--- src/include/snt_defines.svh ---
// constants for the 8n1 serial transceiver: register indexes, reset values, frame sizes
`ifndef SNT_DEFINES_SVH
`define SNT_DEFINES_SVH

// register indexes; byte address is four times the index
`define SNT_IDX_STATUS  16'hfe00
`define SNT_IDX_DATA    16'hfe01
`define SNT_IDX_DATAH   16'hfe02
`define SNT_IDX_DIV     16'hfe03

// reset values
`define SNT_DIV_RST     16'h0000
`define SNT_BYTE_RST    8'h00

// frame layout
`define SNT_TX_TICKS    4'ha
`define SNT_LAST_BIT    3'h7

`endif

--- src/include/snt_pkg.sv ---
// types shared by the 8n1 serial transceiver modules
package snt_pkg;

  // divider register layout, first field in the upper byte
  typedef struct packed {
    logic [7:0] baud_prescale_first;
    logic [7:0] baud_prescale_second;
  } snt_div_t;

  // status register layout, bit 4 down to bit 0
  typedef struct packed {
    logic stop_bit_error_flag;
    logic receive_overrun_flag;
    logic receive_byte_waiting;
    logic transmit_holding_occupied;
    logic transmit_shifter_active;
  } snt_status_t;

  // receiver sequence
  typedef enum logic [3:0] {
    SNT_RX_IDLE  = 4'h1,
    SNT_RX_START = 4'h2,
    SNT_RX_DATA  = 4'h4,
    SNT_RX_STOP  = 4'h8
  } snt_rx_state_t;

endpackage

--- src/snt_bit_timer.sv ---
// two-stage bit period timer with mid-bit and end-of-bit ticks
`timescale 1ns/1ps
module snt_bit_timer
  import snt_pkg::*;
(
  // clock and reset
  input  wire logic     pclk,
  input  wire logic     presetn,
  // control
  input  wire logic     restart,
  input  wire snt_div_t div,
  // ticks
  output logic          mid_tick,
  output logic          end_tick
);

  logic [7:0] pre_r;
  logic [7:0] bit_r;

  // prescaler wraps after first+1 clocks, bit counter after second wraps
  wire pre_wrap = (pre_r == div.baud_prescale_first);
  wire at_end   = (bit_r == 8'(div.baud_prescale_second - 8'h01));
  wire at_mid   = (bit_r == {1'b0, div.baud_prescale_second[7:1]});

  assign mid_tick = pre_wrap & at_mid & ~restart;
  assign end_tick = pre_wrap & at_end & ~restart;

  // restart realigns phase so ticks fall relative to the start edge
  always_ff @(posedge pclk or negedge presetn) begin
    if (!presetn) begin
      pre_r <= 8'h00;
      bit_r <= 8'h00;
    end else if (restart) begin
      pre_r <= 8'h00;
      bit_r <= 8'h00;
    end else if (pre_wrap) begin
      pre_r <= 8'h00;
      bit_r <= at_end ? 8'h00 : 8'(bit_r + 8'h01);
    end else begin
      pre_r <= 8'(pre_r + 8'h01);
    end
  end

endmodule

--- src/snt_top.sv ---
// 8n1 serial transceiver with apb register access
`timescale 1ns/1ps
`include "snt_defines.svh"
module snt_top
  import snt_pkg::*;
(
  // clock and reset
  input  wire logic        pclk,
  input  wire logic        presetn,
  // apb slave
  input  wire logic        psel,
  input  wire logic        penable,
  input  wire logic        pwrite,
  input  wire logic [31:0] paddr,
  input  wire logic [31:0] pwdata,
  output logic      [31:0] prdata,
  output logic             pready,
  output logic             pslverr,
  // serial line
  input  wire logic        serial_rx,
  output logic             serial_tx,
  // event pulses
  output logic             rx_event,
  output logic             tx_event
);

  ////////////////////////////////////////////////////////////////////////////
  // declarations

  snt_div_t      div_r;
  snt_rx_state_t rx_state_r;
  logic [7:0]    rx_data_r;
  logic [7:0]    rx_sh_r;
  logic [2:0]    rx_cnt_r;
  logic          rx_full_r;
  logic          orun_r;
  logic          frm_r;
  logic          rxd_prev_r;
  logic [7:0]    hold_r;
  logic          hold_full_r;
  logic          pready_r;
  logic [31:0]   prdata_r;
  logic          pslverr_r;
  logic          rx_event_r;
  logic          tx_event_r;
  logic          tx_busy;
  logic          tx_done;
  logic          tx_tick;
  logic          rx_mid;
  snt_status_t   status;

  // word-aligned address match for one register index
  function automatic logic snt_hit(input logic [31:0] a, input logic [15:0] idx);
    return a == {14'h0, idx, 2'h0};
  endfunction

  ////////////////////////////////////////////////////////////////////////////
  // apb decode

  // one wait state: data is captured first, side effects at the pready edge
  wire acc     = psel & penable;
  wire capture = acc & ~pready_r;
  wire commit  = acc & pready_r;
  wire hit_st  = snt_hit(paddr, `SNT_IDX_STATUS);
  wire hit_dt  = snt_hit(paddr, `SNT_IDX_DATA);
  wire hit_dh  = snt_hit(paddr, `SNT_IDX_DATAH);
  wire hit_dv  = snt_hit(paddr, `SNT_IDX_DIV);
  wire mapped  = hit_st | hit_dt | hit_dh | hit_dv;

  // status view of the block's own state, one driver for the whole word
  assign status = {frm_r,
                   orun_r,
                   rx_full_r,
                   hold_full_r,
                   tx_busy};

  // read mux; unmapped reads give zero with an error
  wire [31:0] rd_status = {27'h0, status};
  wire [31:0] rd_data   = {24'h000000, rx_data_r};
  wire [31:0] rd_datah  = {16'h0000, rx_data_r, 8'h00};
  wire [31:0] rd_div    = {16'h0000, div_r};
  wire [31:0] rd_word   = hit_st ? rd_status :
                          hit_dt ? rd_data   :
                          hit_dh ? rd_datah  :
                          hit_dv ? rd_div    : 32'h00000000;

  // write strobes; status writes are accepted and dropped
  wire wr_data  = commit & pwrite & (hit_dt | hit_dh);
  wire wr_div   = commit & pwrite & hit_dv;
  wire rd_clear = commit & ~pwrite & (hit_dt | hit_dh);
  wire [7:0] wr_byte = hit_dh ? pwdata[15:8] : pwdata[7:0];

  // bus answer registers
  always_ff @(posedge pclk or negedge presetn) begin
    if (!presetn) begin
      pready_r  <= 1'b0;
      prdata_r  <= 32'h00000000;
      pslverr_r <= 1'b0;
    end else begin
      pready_r  <= capture;
      pslverr_r <= capture & ~mapped;
      if (capture && !pwrite) begin
        prdata_r <= rd_word;
      end
    end
  end

  // divider register
  always_ff @(posedge pclk or negedge presetn) begin
    if (!presetn) begin
      div_r <= `SNT_DIV_RST;
    end else if (wr_div) begin
      div_r <= pwdata[15:0];
    end
  end

  ////////////////////////////////////////////////////////////////////////////
  // transmit path

  // a write while the holding register is full is not allowed and is dropped
  wire wr_ok     = wr_data & ~hold_full_r;
  wire load_hold = hold_full_r & ~tx_busy;
  wire load_now  = wr_ok & ~tx_busy;
  wire to_hold   = wr_ok & tx_busy;
  wire tx_load   = load_hold | load_now;
  wire [7:0] tx_byte = hold_full_r ? hold_r : wr_byte;

  // holding register
  always_ff @(posedge pclk or negedge presetn) begin
    if (!presetn) begin
      hold_r      <= `SNT_BYTE_RST;
      hold_full_r <= 1'b0;
    end else if (to_hold) begin
      hold_r      <= wr_byte;
      hold_full_r <= 1'b1;
    end else if (load_hold) begin
      hold_full_r <= 1'b0;
    end
  end

  // transmit event on every byte entering the shifter
  always_ff @(posedge pclk or negedge presetn) begin
    if (!presetn) begin
      tx_event_r <= 1'b0;
    end else begin
      tx_event_r <= tx_load;
    end
  end

  // transmit bit timer restarts with each character
  snt_bit_timer u_tx_timer (
    .pclk     (pclk),
    .presetn  (presetn),
    .restart  (tx_load),
    .div      (div_r),
    .mid_tick (),
    .end_tick (tx_tick)
  );

  // transmit shifter drives the line straight from its flop
  snt_tx_shifter u_tx_shift (
    .pclk     (pclk),
    .presetn  (presetn),
    .load     (tx_load),
    .data     (tx_byte),
    .bit_tick (tx_tick),
    .busy     (tx_busy),
    .done     (tx_done),
    .txd      (serial_tx)
  );

  ////////////////////////////////////////////////////////////////////////////
  // receive path

  // start is a falling edge seen while idle; a break that stays low never rearms
  wire rx_start  = (rx_state_r == SNT_RX_IDLE) & rxd_prev_r & ~serial_rx;
  wire rx_commit = (rx_state_r == SNT_RX_STOP) & rx_mid;

  // receive bit timer, phase aligned to the start edge
  snt_bit_timer u_rx_timer (
    .pclk     (pclk),
    .presetn  (presetn),
    .restart  (rx_start),
    .div      (div_r),
    .mid_tick (rx_mid),
    .end_tick ()
  );

  // receiver sequence sampled at mid-bit
  always_ff @(posedge pclk or negedge presetn) begin
    if (!presetn) begin
      rx_state_r <= SNT_RX_IDLE;
      rx_sh_r    <= `SNT_BYTE_RST;
      rx_cnt_r   <= 3'h0;
      rxd_prev_r <= 1'b1;
    end else begin
      rxd_prev_r <= serial_rx;
      case (rx_state_r)
        SNT_RX_IDLE: begin
          if (rx_start) begin
            rx_state_r <= SNT_RX_START;
          end
        end
        SNT_RX_START: begin
          if (rx_mid) begin
            rx_state_r <= serial_rx ? SNT_RX_IDLE : SNT_RX_DATA;
            rx_cnt_r   <= 3'h0;
          end
        end
        SNT_RX_DATA: begin
          if (rx_mid) begin
            rx_sh_r  <= {serial_rx, rx_sh_r[7:1]};
            rx_cnt_r <= 3'(rx_cnt_r + 3'h1);
            if (rx_cnt_r == `SNT_LAST_BIT) begin
              rx_state_r <= SNT_RX_STOP;
            end
          end
        end
        SNT_RX_STOP: begin
          if (rx_mid) begin
            rx_state_r <= SNT_RX_IDLE;
          end
        end
        default: begin
          rx_state_r <= SNT_RX_IDLE;
        end
      endcase
    end
  end

  // receive data register and its flags; a new byte wins over a read clear
  always_ff @(posedge pclk or negedge presetn) begin
    if (!presetn) begin
      rx_data_r  <= `SNT_BYTE_RST;
      rx_full_r  <= 1'b0;
      orun_r     <= 1'b0;
      frm_r      <= 1'b0;
      rx_event_r <= 1'b0;
    end else begin
      rx_event_r <= rx_commit;
      if (rx_commit) begin
        rx_data_r <= rx_sh_r;
        rx_full_r <= 1'b1;
        orun_r    <= rx_full_r;
        frm_r     <= ~serial_rx;
      end else if (rd_clear) begin
        rx_full_r <= 1'b0;
      end
    end
  end

  // outputs
  assign prdata   = prdata_r;
  assign pready   = pready_r;
  assign pslverr  = pslverr_r;
  assign rx_event = rx_event_r;
  assign tx_event = tx_event_r;

  ////////////////////////////////////////////////////////////////////////////
  // assertions

  property p_idle_high;
    @(posedge pclk) disable iff (!presetn) !tx_busy |-> serial_tx;
  endproperty
  a_idle_high: assert property (p_idle_high) else $error("tx line low while idle");

  property p_start_low;
    @(posedge pclk) disable iff (!presetn) tx_load |=> !serial_tx && tx_busy;
  endproperty
  a_start_low: assert property (p_start_low) else $error("no start bit after load");

  property p_running;
    @(posedge pclk) disable iff (!presetn) tx_load |=> status.transmit_shifter_active;
  endproperty
  a_running: assert property (p_running) else $error("running flag missing");

  property p_hold_set;
    @(posedge pclk) disable iff (!presetn) to_hold |=> hold_full_r && hold_r == $past(wr_byte);
  endproperty
  a_hold_set: assert property (p_hold_set) else $error("holding register not filled");

  property p_hold_drain;
    @(posedge pclk) disable iff (!presetn)
      tx_done && hold_full_r |=> !hold_full_r && tx_event && tx_busy && !serial_tx;
  endproperty
  a_hold_drain: assert property (p_hold_drain) else $error("holding byte not sent");

  property p_tx_event;
    @(posedge pclk) disable iff (!presetn) load_now |=> tx_event && tx_busy;
  endproperty
  a_tx_event: assert property (p_tx_event) else $error("no transmit event");

  property p_overrun;
    @(posedge pclk) disable iff (!presetn) rx_commit |=> orun_r == $past(rx_full_r);
  endproperty
  a_overrun: assert property (p_overrun) else $error("overrun flag wrong");

  property p_framing;
    @(posedge pclk) disable iff (!presetn) rx_commit |=> frm_r == !$past(serial_rx);
  endproperty
  a_framing: assert property (p_framing) else $error("framing flag wrong");

  property p_rx_event;
    @(posedge pclk) disable iff (!presetn) rx_commit |=> rx_event && rx_full_r;
  endproperty
  a_rx_event: assert property (p_rx_event) else $error("no receive event");

  property p_rd_clear;
    @(posedge pclk) disable iff (!presetn) rd_clear && !rx_commit |=> !rx_full_r;
  endproperty
  a_rd_clear: assert property (p_rd_clear) else $error("read did not clear full");

  property p_rd_low;
    @(posedge pclk) disable iff (!presetn) capture && !pwrite && hit_dt |=> prdata[31:8] == 24'h000000;
  endproperty
  a_rd_low: assert property (p_rd_low) else $error("data read upper bits set");

  property p_rd_high;
    @(posedge pclk) disable iff (!presetn)
      capture && !pwrite && hit_dh |=> prdata[7:0] == 8'h00 && prdata[15:8] == $past(rx_data_r);
  endproperty
  a_rd_high: assert property (p_rd_high) else $error("alias read misplaced");

  // a write into a full holding register must leave the held byte alone
  property p_full_drop;
    @(posedge pclk) disable iff (!presetn)
      wr_data && hold_full_r && tx_busy |=> hold_full_r && hold_r == $past(hold_r);
  endproperty
  a_full_drop: assert property (p_full_drop) else $error("write while full not dropped");

  property p_stop_high;
    @(posedge pclk) disable iff (!presetn) tx_done |-> serial_tx && !tx_busy;
  endproperty
  a_stop_high: assert property (p_stop_high) else $error("line low after stop bit");

  property p_div_hold;
    @(posedge pclk) disable iff (!presetn) !wr_div |=> div_r == $past(div_r);
  endproperty
  a_div_hold: assert property (p_div_hold) else $error("divider changed without write");

  property p_rx_load;
    @(posedge pclk) disable iff (!presetn) rx_commit |=> rx_data_r == $past(rx_sh_r);
  endproperty
  a_rx_load: assert property (p_rx_load) else $error("received byte not stored");

  property p_rx_rearm;
    @(posedge pclk) disable iff (!presetn) rx_commit |=> rx_state_r == SNT_RX_IDLE;
  endproperty
  a_rx_rearm: assert property (p_rx_rearm) else $error("receiver not idle after stop");

endmodule

--- src/snt_tx_shifter.sv ---
// transmit shift register for one 8n1 character
`timescale 1ns/1ps
module snt_tx_shifter
  import snt_pkg::*;
(
  // clock and reset
  input  wire logic       pclk,
  input  wire logic       presetn,
  // byte in
  input  wire logic       load,
  input  wire logic [7:0] data,
  input  wire logic       bit_tick,
  // state and line
  output logic            busy,
  output logic            done,
  output logic            txd
);

  logic [8:0] sh_r;
  logic [3:0] cnt_r;

  // start bit goes out on load, then data lsb first, then the stop bit
  always_ff @(posedge pclk or negedge presetn) begin
    if (!presetn) begin
      sh_r  <= 9'h1ff;
      cnt_r <= 4'h0;
      busy  <= 1'b0;
      done  <= 1'b0;
      txd   <= 1'b1;
    end else begin
      done <= 1'b0;
      if (load) begin
        sh_r  <= {1'b1, data};
        cnt_r <= `SNT_TX_TICKS;
        busy  <= 1'b1;
        txd   <= 1'b0;
      end else if (busy && bit_tick) begin
        if (cnt_r == 4'h1) begin
          busy <= 1'b0;
          done <= 1'b1;
          txd  <= 1'b1;
        end else begin
          txd   <= sh_r[0];
          sh_r  <= {1'b1, sh_r[8:1]};
          cnt_r <= 4'(cnt_r - 4'h1);
        end
      end
    end
  end

endmodule
--- config.mk ---
export PLATFORM = sky130hd
export DESIGN_NAME = snt_top
export DESIGN_NICKNAME = d
export VERILOG_FILES = /design/src/include/snt_pkg.sv /design/src/snt_bit_timer.sv /design/src/snt_top.sv /design/src/snt_tx_shifter.sv
export VERILOG_INCLUDE_DIRS = /design/src /design/src/include
export SDC_FILE = /design/constraint.sdc
export NUM_CORES = 1
export LEC_CHECK = 0
export ABC_AREA = 0
export BUFFER_PORTS_ARGS = -buffer_cell sky130_fd_sc_hd__buf_2
export CAP_MARGIN = 20
export CORE_ASPECT_RATIO = 2
export CORE_MARGIN = 5
export CORE_UTILIZATION = 55
export DETAILED_ROUTE_END_ITERATION = 8
export HOLD_SLACK_MARGIN = 0.05
export PLACE_DENSITY_LB_ADDON = 0.1
export SLEW_MARGIN = 0
export SYNTH_ARGS = -nofsm -noshare
export SYNTH_HDL_FRONTEND = slang
export SYNTH_SLANG_ARGS = --single-unit
--- constraint.sdc ---
create_clock -name pclk -period 3.96 [get_ports pclk]
set_input_delay 0.198 -clock pclk [delete_from_list [all_inputs] [get_ports pclk]]
set_output_delay 0.198 -clock pclk [all_outputs]
set_load 0.1 [all_outputs]
Yosys cells after proc, flatten, opt, wreduce, memory -nomap -nowiden
Index checks and enable logic that the tools add are counted.
{"block": "word_totals", "ff_bits": 135, "output_inout_bits": 37, "word_cells": 143}
{"block": "op_classes", "n_addsub": 7, "n_eq_ne": 21, "n_mux": 42, "n_bitwise": 33, "reduce_logical": 15}
{"op": "$eq 32x18->1 const B", "n": 4}
{"op": "$mux 8", "n": 12}
{"op": "$mux 16", "n": 4}
{"op": "$add 8x1->8 const B", "n": 4}
{"op": "$eq 8x8->1", "n": 4}
{"op": "$mux 4", "n": 8}
{"op": "$mux 9", "n": 3}
{"op": "$and 1x1->1", "n": 20}
{"op": "$pmux 4 s4", "n": 1}
{"op": "$reduce_bool 2->1", "n": 7}
{"op": "$mux 1", "n": 10}
{"op": "$ne 2x2->1 const B", "n": 5}
{"op": "$mux 3", "n": 3}
{"op": "$eq 4x1->1 const B", "n": 2}
{"op": "$eq 8x7->1", "n": 1}
{"op": "$not 1->1", "n": 8}
{"op": "$sub 8x1->8 const B", "n": 1}
{"op": "$pmux 3 s2", "n": 1}
{"op": "$reduce_and 2->1", "n": 3}
{"op": "$or 1x1->1", "n": 5}
{"op": "$reduce_and 5->1", "n": 1}
{"op": "$eq 4x2->1 const B", "n": 1}
{"op": "$eq 4x3->1 const B", "n": 1}
{"op": "$eq 4x4->1 const B", "n": 1}
{"op": "7 further kinds", "n": 8}

Depth between registers and ports, before layout
{"block": "logic_depth", "word_depth": 12, "depth_mapped": 9}

Hierarchy
A second synthesis with hierarchy kept.
{"block": "unflattened", "hier_cells": 693, "area_unflattened_um2": 7040.5}
{"module": "snt_top", "instances": 1, "cells_per_inst": 324, "area_each_um2": 3767.4, "seq_area_each_um2": 1804.2}
{"module": "snt_bit_timer (u_tx_timer)", "instances": 1, "cells_per_inst": 149, "area_each_um2": 1261.2, "seq_area_each_um2": 400.4}
{"module": "snt_bit_timer (u_rx_timer)", "instances": 1, "cells_per_inst": 139, "area_each_um2": 1248.7, "seq_area_each_um2": 400.4}
{"module": "snt_tx_shifter", "instances": 1, "cells_per_inst": 81, "area_each_um2": 763.2, "seq_area_each_um2": 386.6}

Worst setup path before layout
OpenSTA, ideal clock, no wires.
{"block": "synth_path", "path_type": "register to register", "from": "register div_r[2] in the netlist's numbering", "to": "register u_tx_shift.cnt_r[2]", "setup_time_ns": 0.078, "t_arrival_ns": 2.819, "required_time_ns": 3.882, "setup_slack_ns": 1.063, "stages_incl_launch_ff": 9, "path_buffers": 2, "synth_period_minus_slack_ns": 2.897, "path_cell_list": "dfrtp_1 > buf_6 > or3_1 > buf_2 > mux2_1 > or4_4 > a2111o_1 > or4_1 > a21oi_1"}
{"block": "synth_via", "elab_chain_cells": 7}
{"item": "start, declared", "line": "snt_top.sv:30", "rtl": "snt_div_t div_r;"}
{"item": "start signal, assigned", "line": "snt_top.sv:111", "rtl": "div_r <= `SNT_DIV_RST;"}
{"item": "start signal, assigned", "line": "snt_top.sv:113", "rtl": "div_r <= pwdata[15:0];"}
{"item": "$sub 8x1->8", "line": "snt_bit_timer.sv:22", "rtl": "wire at_end = (bit_r == 8'(div.baud_prescale_second - 8'h01));"}
{"item": "$eq 8x8->1", "line": "snt_bit_timer.sv:22"}
{"item": "$and 1x1->1 (2 in series)", "line": "snt_bit_timer.sv:26", "rtl": "assign end_tick = pre_wrap & at_end & ~restart;"}
{"item": "$logic_and 1x1->1", "line": "snt_tx_shifter.sv:37", "rtl": "end else if (busy && bit_tick) begin"}
{"item": "$reduce_bool 2->1 (no line)"}
{"item": "$reduce_and 2->1 (no line)"}
{"item": "end signal, assigned", "line": "snt_tx_shifter.sv:34", "rtl": "cnt_r <= `SNT_TX_TICKS;"}
{"item": "end signal, assigned", "line": "snt_tx_shifter.sv:45", "rtl": "cnt_r <= 4'(cnt_r - 4'h1);"}
{"item": "end, declared", "line": "snt_tx_shifter.sv:20", "rtl": "logic [3:0] cnt_r;"}
No other way between the ends.
A chain may end at the register's enable or synchronous reset.

Worst setup path in the final report
{"block": "layout_path", "from": "register div_r[11] in the netlist's numbering", "to": "register rx_data_r[6]"}
{"block": "layout_via", "elab_chain_cells": 4}
{"item": "$eq 8x8->1", "line": "snt_bit_timer.sv:21", "rtl": "wire pre_wrap = (pre_r == div.baud_prescale_first);"}
{"item": "$and 1x1->1 (2 in series)", "line": "snt_bit_timer.sv:25", "rtl": "assign mid_tick = pre_wrap & at_mid & ~restart;"}
{"item": "$and 1x1->1", "line": "snt_top.sv:177", "rtl": "wire rx_commit = (rx_state_r == SNT_RX_STOP) & rx_mid;"}
{"item": "end signal, assigned", "line": "snt_top.sv:234", "rtl": "rx_data_r <= `SNT_BYTE_RST;"}
{"item": "end signal, assigned", "line": "snt_top.sv:242", "rtl": "rx_data_r <= rx_sh_r;"}
{"item": "end, declared", "line": "snt_top.sv:32", "rtl": "logic [7:0] rx_data_r;"}
No other way between the ends.

==> results.sh <==
export IMPL_vias_per_cell=5.81
export IMPL_cp_max_fo=12
export IMPL_area_growth_pct=18.0
export IMPL_cp_arrival_ns=3.56
export IMPL_netlist_top_cells_count="107 x dfrtp_1, 56 x nor2_1, 52 x nand2_1"
export IMPL_max_cap_violations=0
export IMPL_power_density_nw_per_um2=433
export IMPL_worst_slew_pin_slew_ns=0.745
export IMPL_min_period_over_period_pct=82.6
export IMPL_gp_congestion=0.908
export IMPL_die_w_um=86.6
export IMPL_max_freq_mhz=306
export IMPL_fp_coreArea_um2=11600
export IMPL_synthCells=633
export IMPL_place_ws_ns=0.753
export IMPL_post_synth_main_area_contributors="dfrtp_1 41%, mux2_2 6.6%, xor2_1 5.2%"
export IMPL_nets=795
export IMPL_utilization_pct=65.5
export IMPL_root_buffer="clkbuf_16"
export IMPL_syn_cell_area_um2=6460
export IMPL_rsz0062_at_grt="no"
export IMPL_p_leak_uw=0.00363
export IMPL_critical_path_top_delay_family="simple AND/OR/NAND/NOR gates"
export IMPL_finalPower_uw=3300
export IMPL_slowest_delay_ns=0.63
export IMPL_clock_skew_ns=0.0113
export IMPL_setup_tns_ns=0
export IMPL_die_h_um=163
export IMPL_critPathRequiredTime_ns=4.25
export IMPL_gr_usage_met1_pct=27.4
export IMPL_grt_overflow=0
export IMPL_antenna_found_initial=0
export IMPL_ys_flop_type="dfrtp_1"
export IMPL_relSlewSlack_pct=49.9
export IMPL_ys_warnings_count=0
export IMPL_wire_per_inst_um=18.8
export IMPL_multiInputGateArea_um2=3250
export IMPL_yosysTopAreaCell="dfrtp_1"
export IMPL_num_vias=5081
export IMPL_dp_cells=826
export IMPL_fin_ws_ns=0.689
export IMPL_grt_use_met3_pct=4.19
export IMPL_instances_no_fill=874
export IMPL_clkLatencyLatePin_ns=0.42
export IMPL_finalCriticalPeriod_ns=3.27
export IMPL_rows=56
export IMPL_grt_max_degree=51
export IMPL_ir_drop_mv=0.436
export IMPL_seqCellArea_um2=2970
export IMPL_hold_viol=0
export IMPL_diodes=0
export IMPL_setup_viol=0
export IMPL_gr_usage_met2_pct=45.8
export IMPL_drt_iter0_drc=249
export IMPL_endpoint_kind="register"
export IMPL_synth_edf_count=0
export IMPL_first_pass_iters=5
export IMPL_yosysMostFrequentCell="dfrtp_1"
export IMPL_yosys_area_top_type_share_pct=41.5
export IMPL_boundaryPins=107
export IMPL_h_tree_depth=4
export IMPL_status="finished clean"
export IMPL_syn_area_per_cell_um2=10.2
export IMPL_grt_pass1_wl_mm=27.4
export IMPL_hp_class="in -> reg"
export IMPL_crit_chain="xor2_1 > nor4_1 > nand2_1 > nor3_1 > and4_1 > mux2_2"
export IMPL_track_usage_pct=25.0
export IMPL_clock_sinks=118
export IMPL_synthDistinctLibCells=62
export IMPL_slew_viol_final=0
export IMPL_cts_tree="built"
export IMPL_postCtsSetupRepairBufs=0
export IMPL_path_class="reg -> reg"
export IMPL_path_clk_slew_ns=0.06
export IMPL_grt_busiest_layer="met2"
export IMPL_routed_wirelength_mm=16.4
export IMPL_dp_hpwl_mm=12.2
export IMPL_yosysSeqAreaShare_pct=45.9
export IMPL_initial_core_util_pct=55.5
export IMPL_ys_seq_elements=118
export IMPL_cts_buffers=17
export IMPL_grt_pass1_vias=5485
export IMPL_drive_gt1_share_pct=23.5
export IMPL_max_clock_path_buffers=2
export IMPL_cp_start_kind="register"
export IMPL_final_antenna_net_count=0
export IMPL_final_fill_count=965
export IMPL_design_die_area_um2=14100
export IMPL_critical_path_buf_inv_count=0
export IMPL_drc=0
export IMPL_slowest_stage="nor4_1"
export IMPL_async_flop_share_pct=100
export IMPL_port_buffers=74
## per-stage QoR
step                      instance area [um2]  hold WS, ns
after floorplan                          6510      -0.0976
after global placement                   6880        0.249
after detailed placement                 6880        0.256
after CTS                                7620       0.0529
after global routing                     7620       0.0611
final                                    7620       0.0655
## logic make-up (layout without fill, tap and decap cells)
logic type	Yosys count	after routing	share of synthesized area, %
other	1	16	0.0581
and+or+nand+nor	215	215	16.9
muxes	61	61	10.2
buffers and inverters	62	143	4.67
AOI/OAI and AO/OA	109	109	11.7
adders and majority gates	9	9	1.74
xor gates and xnor gates	58	58	8.74
DFF	118	118	45.9
## where the power goes
part / leakage, uW / internal (uW) / switching, uW
Clock: 0.000282 / 889 / 627
Combinational: 0.00181 / 193 / 247
Sequential: 0.00153 / 1250 / 89.2
## worst register-to-register path: stages (launching register included)
cell and delay (ns):
dfrtp_1 0.46, xor2_1 0.20, nor4_1 0.63, nand2_1 0.35
nor3_1 0.47, and4_1 0.63, mux2_2 0.40
## final timing paths
check / start / end / slack, ns / cells after the start
worst max-delay path: div_r[11]$_DFFE_PN0P_ / rx_data_r[6]$_DFFE_PN0P_ / 0.69 / 6
worst min-delay path: pwdata[2] / div_r[2]$_DFFE_PN0P_ / 0.07 / 2
worst max register to register: div_r[11]$_DFFE_PN0P_ / rx_data_r[6]$_DFFE_PN0P_ / 0.69 / 6
worst min register to register: prdata[2]$_DFFE_PN0P_ / prdata[2]$_DFFE_PN0P_ / 0.47 / 2
max in group asynchronous: presetn / rx_state_r[0]$_DFFE_PN1P_ / 2.67 / 3
min in group asynchronous: presetn / hold_r[0]$_DFFE_PN0P_ / 0.34 / 2
## layout by cell type, fill, tap and decap left out, drive strengths merged, types with 4 or more instances in the layout
master,netlist,routed
dfrtp,107,107
buf,21,83
nor2,56,56
nand2,52,52
mux2,39,39
xor2,38,38
a21oi,24,24
mux2i,22,22
inv,12,21
o21ai,19,19
nand3,17,17
clkbuf,29,17
xnor2,16,16
conb,1,16
dlygate4sd3,0,16
nor3,14,14
nor4,13,13
and3,11,11
dfstp,11,11
and2,10,10
ha,9,9
a221o,8,8
nor2b,7,7
o31ai,7,7
a211oi,7,7
nor3b,6,6
o22ai,6,6
a22oi,6,6
or3,5,5
and4,5,5
a21o,4,4
nand2b,4,4
a31oi,4,4
o2bb2ai,4,4
o211ai,4,4
or4,4,4
## layout make-up
| type | count | area share (%) |
|---|---|---|
| multi-input combinational | 468 | 42.6 |
| sequential | 118 | 38.9 |
| timing repair buffer | 99 | 7.88 |
| clock buffer | 17 | 5.58 |
| tap | 145 | 2.38 |
| clock inverter | 15 | 2.07 |
| inverter | 12 | 0.591 |
## registers in the layout (all words and copies together) (netlist names), 8 cells and up
signal            flops
div_r                16
hold_r                8
prdata               16
rx_data_r             8
rx_sh_r               8
u_rx_timer.bit_r      8
u_rx_timer.pre_r      8
u_tx_shift.sh_r       8
u_tx_timer.bit_r      8
u_tx_timer.pre_r      8
## metal layers
layer | wire [um] | vias to the layer above
li1 | - | 2400
met1 | 6130 | 2539
met2 | 9380 | 107
met3 | 454 | 35
met4 | 475 | 0
met5 | 0 | -
## repair_timing
item,4_1_cts,5_1_grt
hold buffers,16,0
gates resized for setup,0,0
endpoints found under the hold margin,55,0
Power figures use the tool's default switching activity.
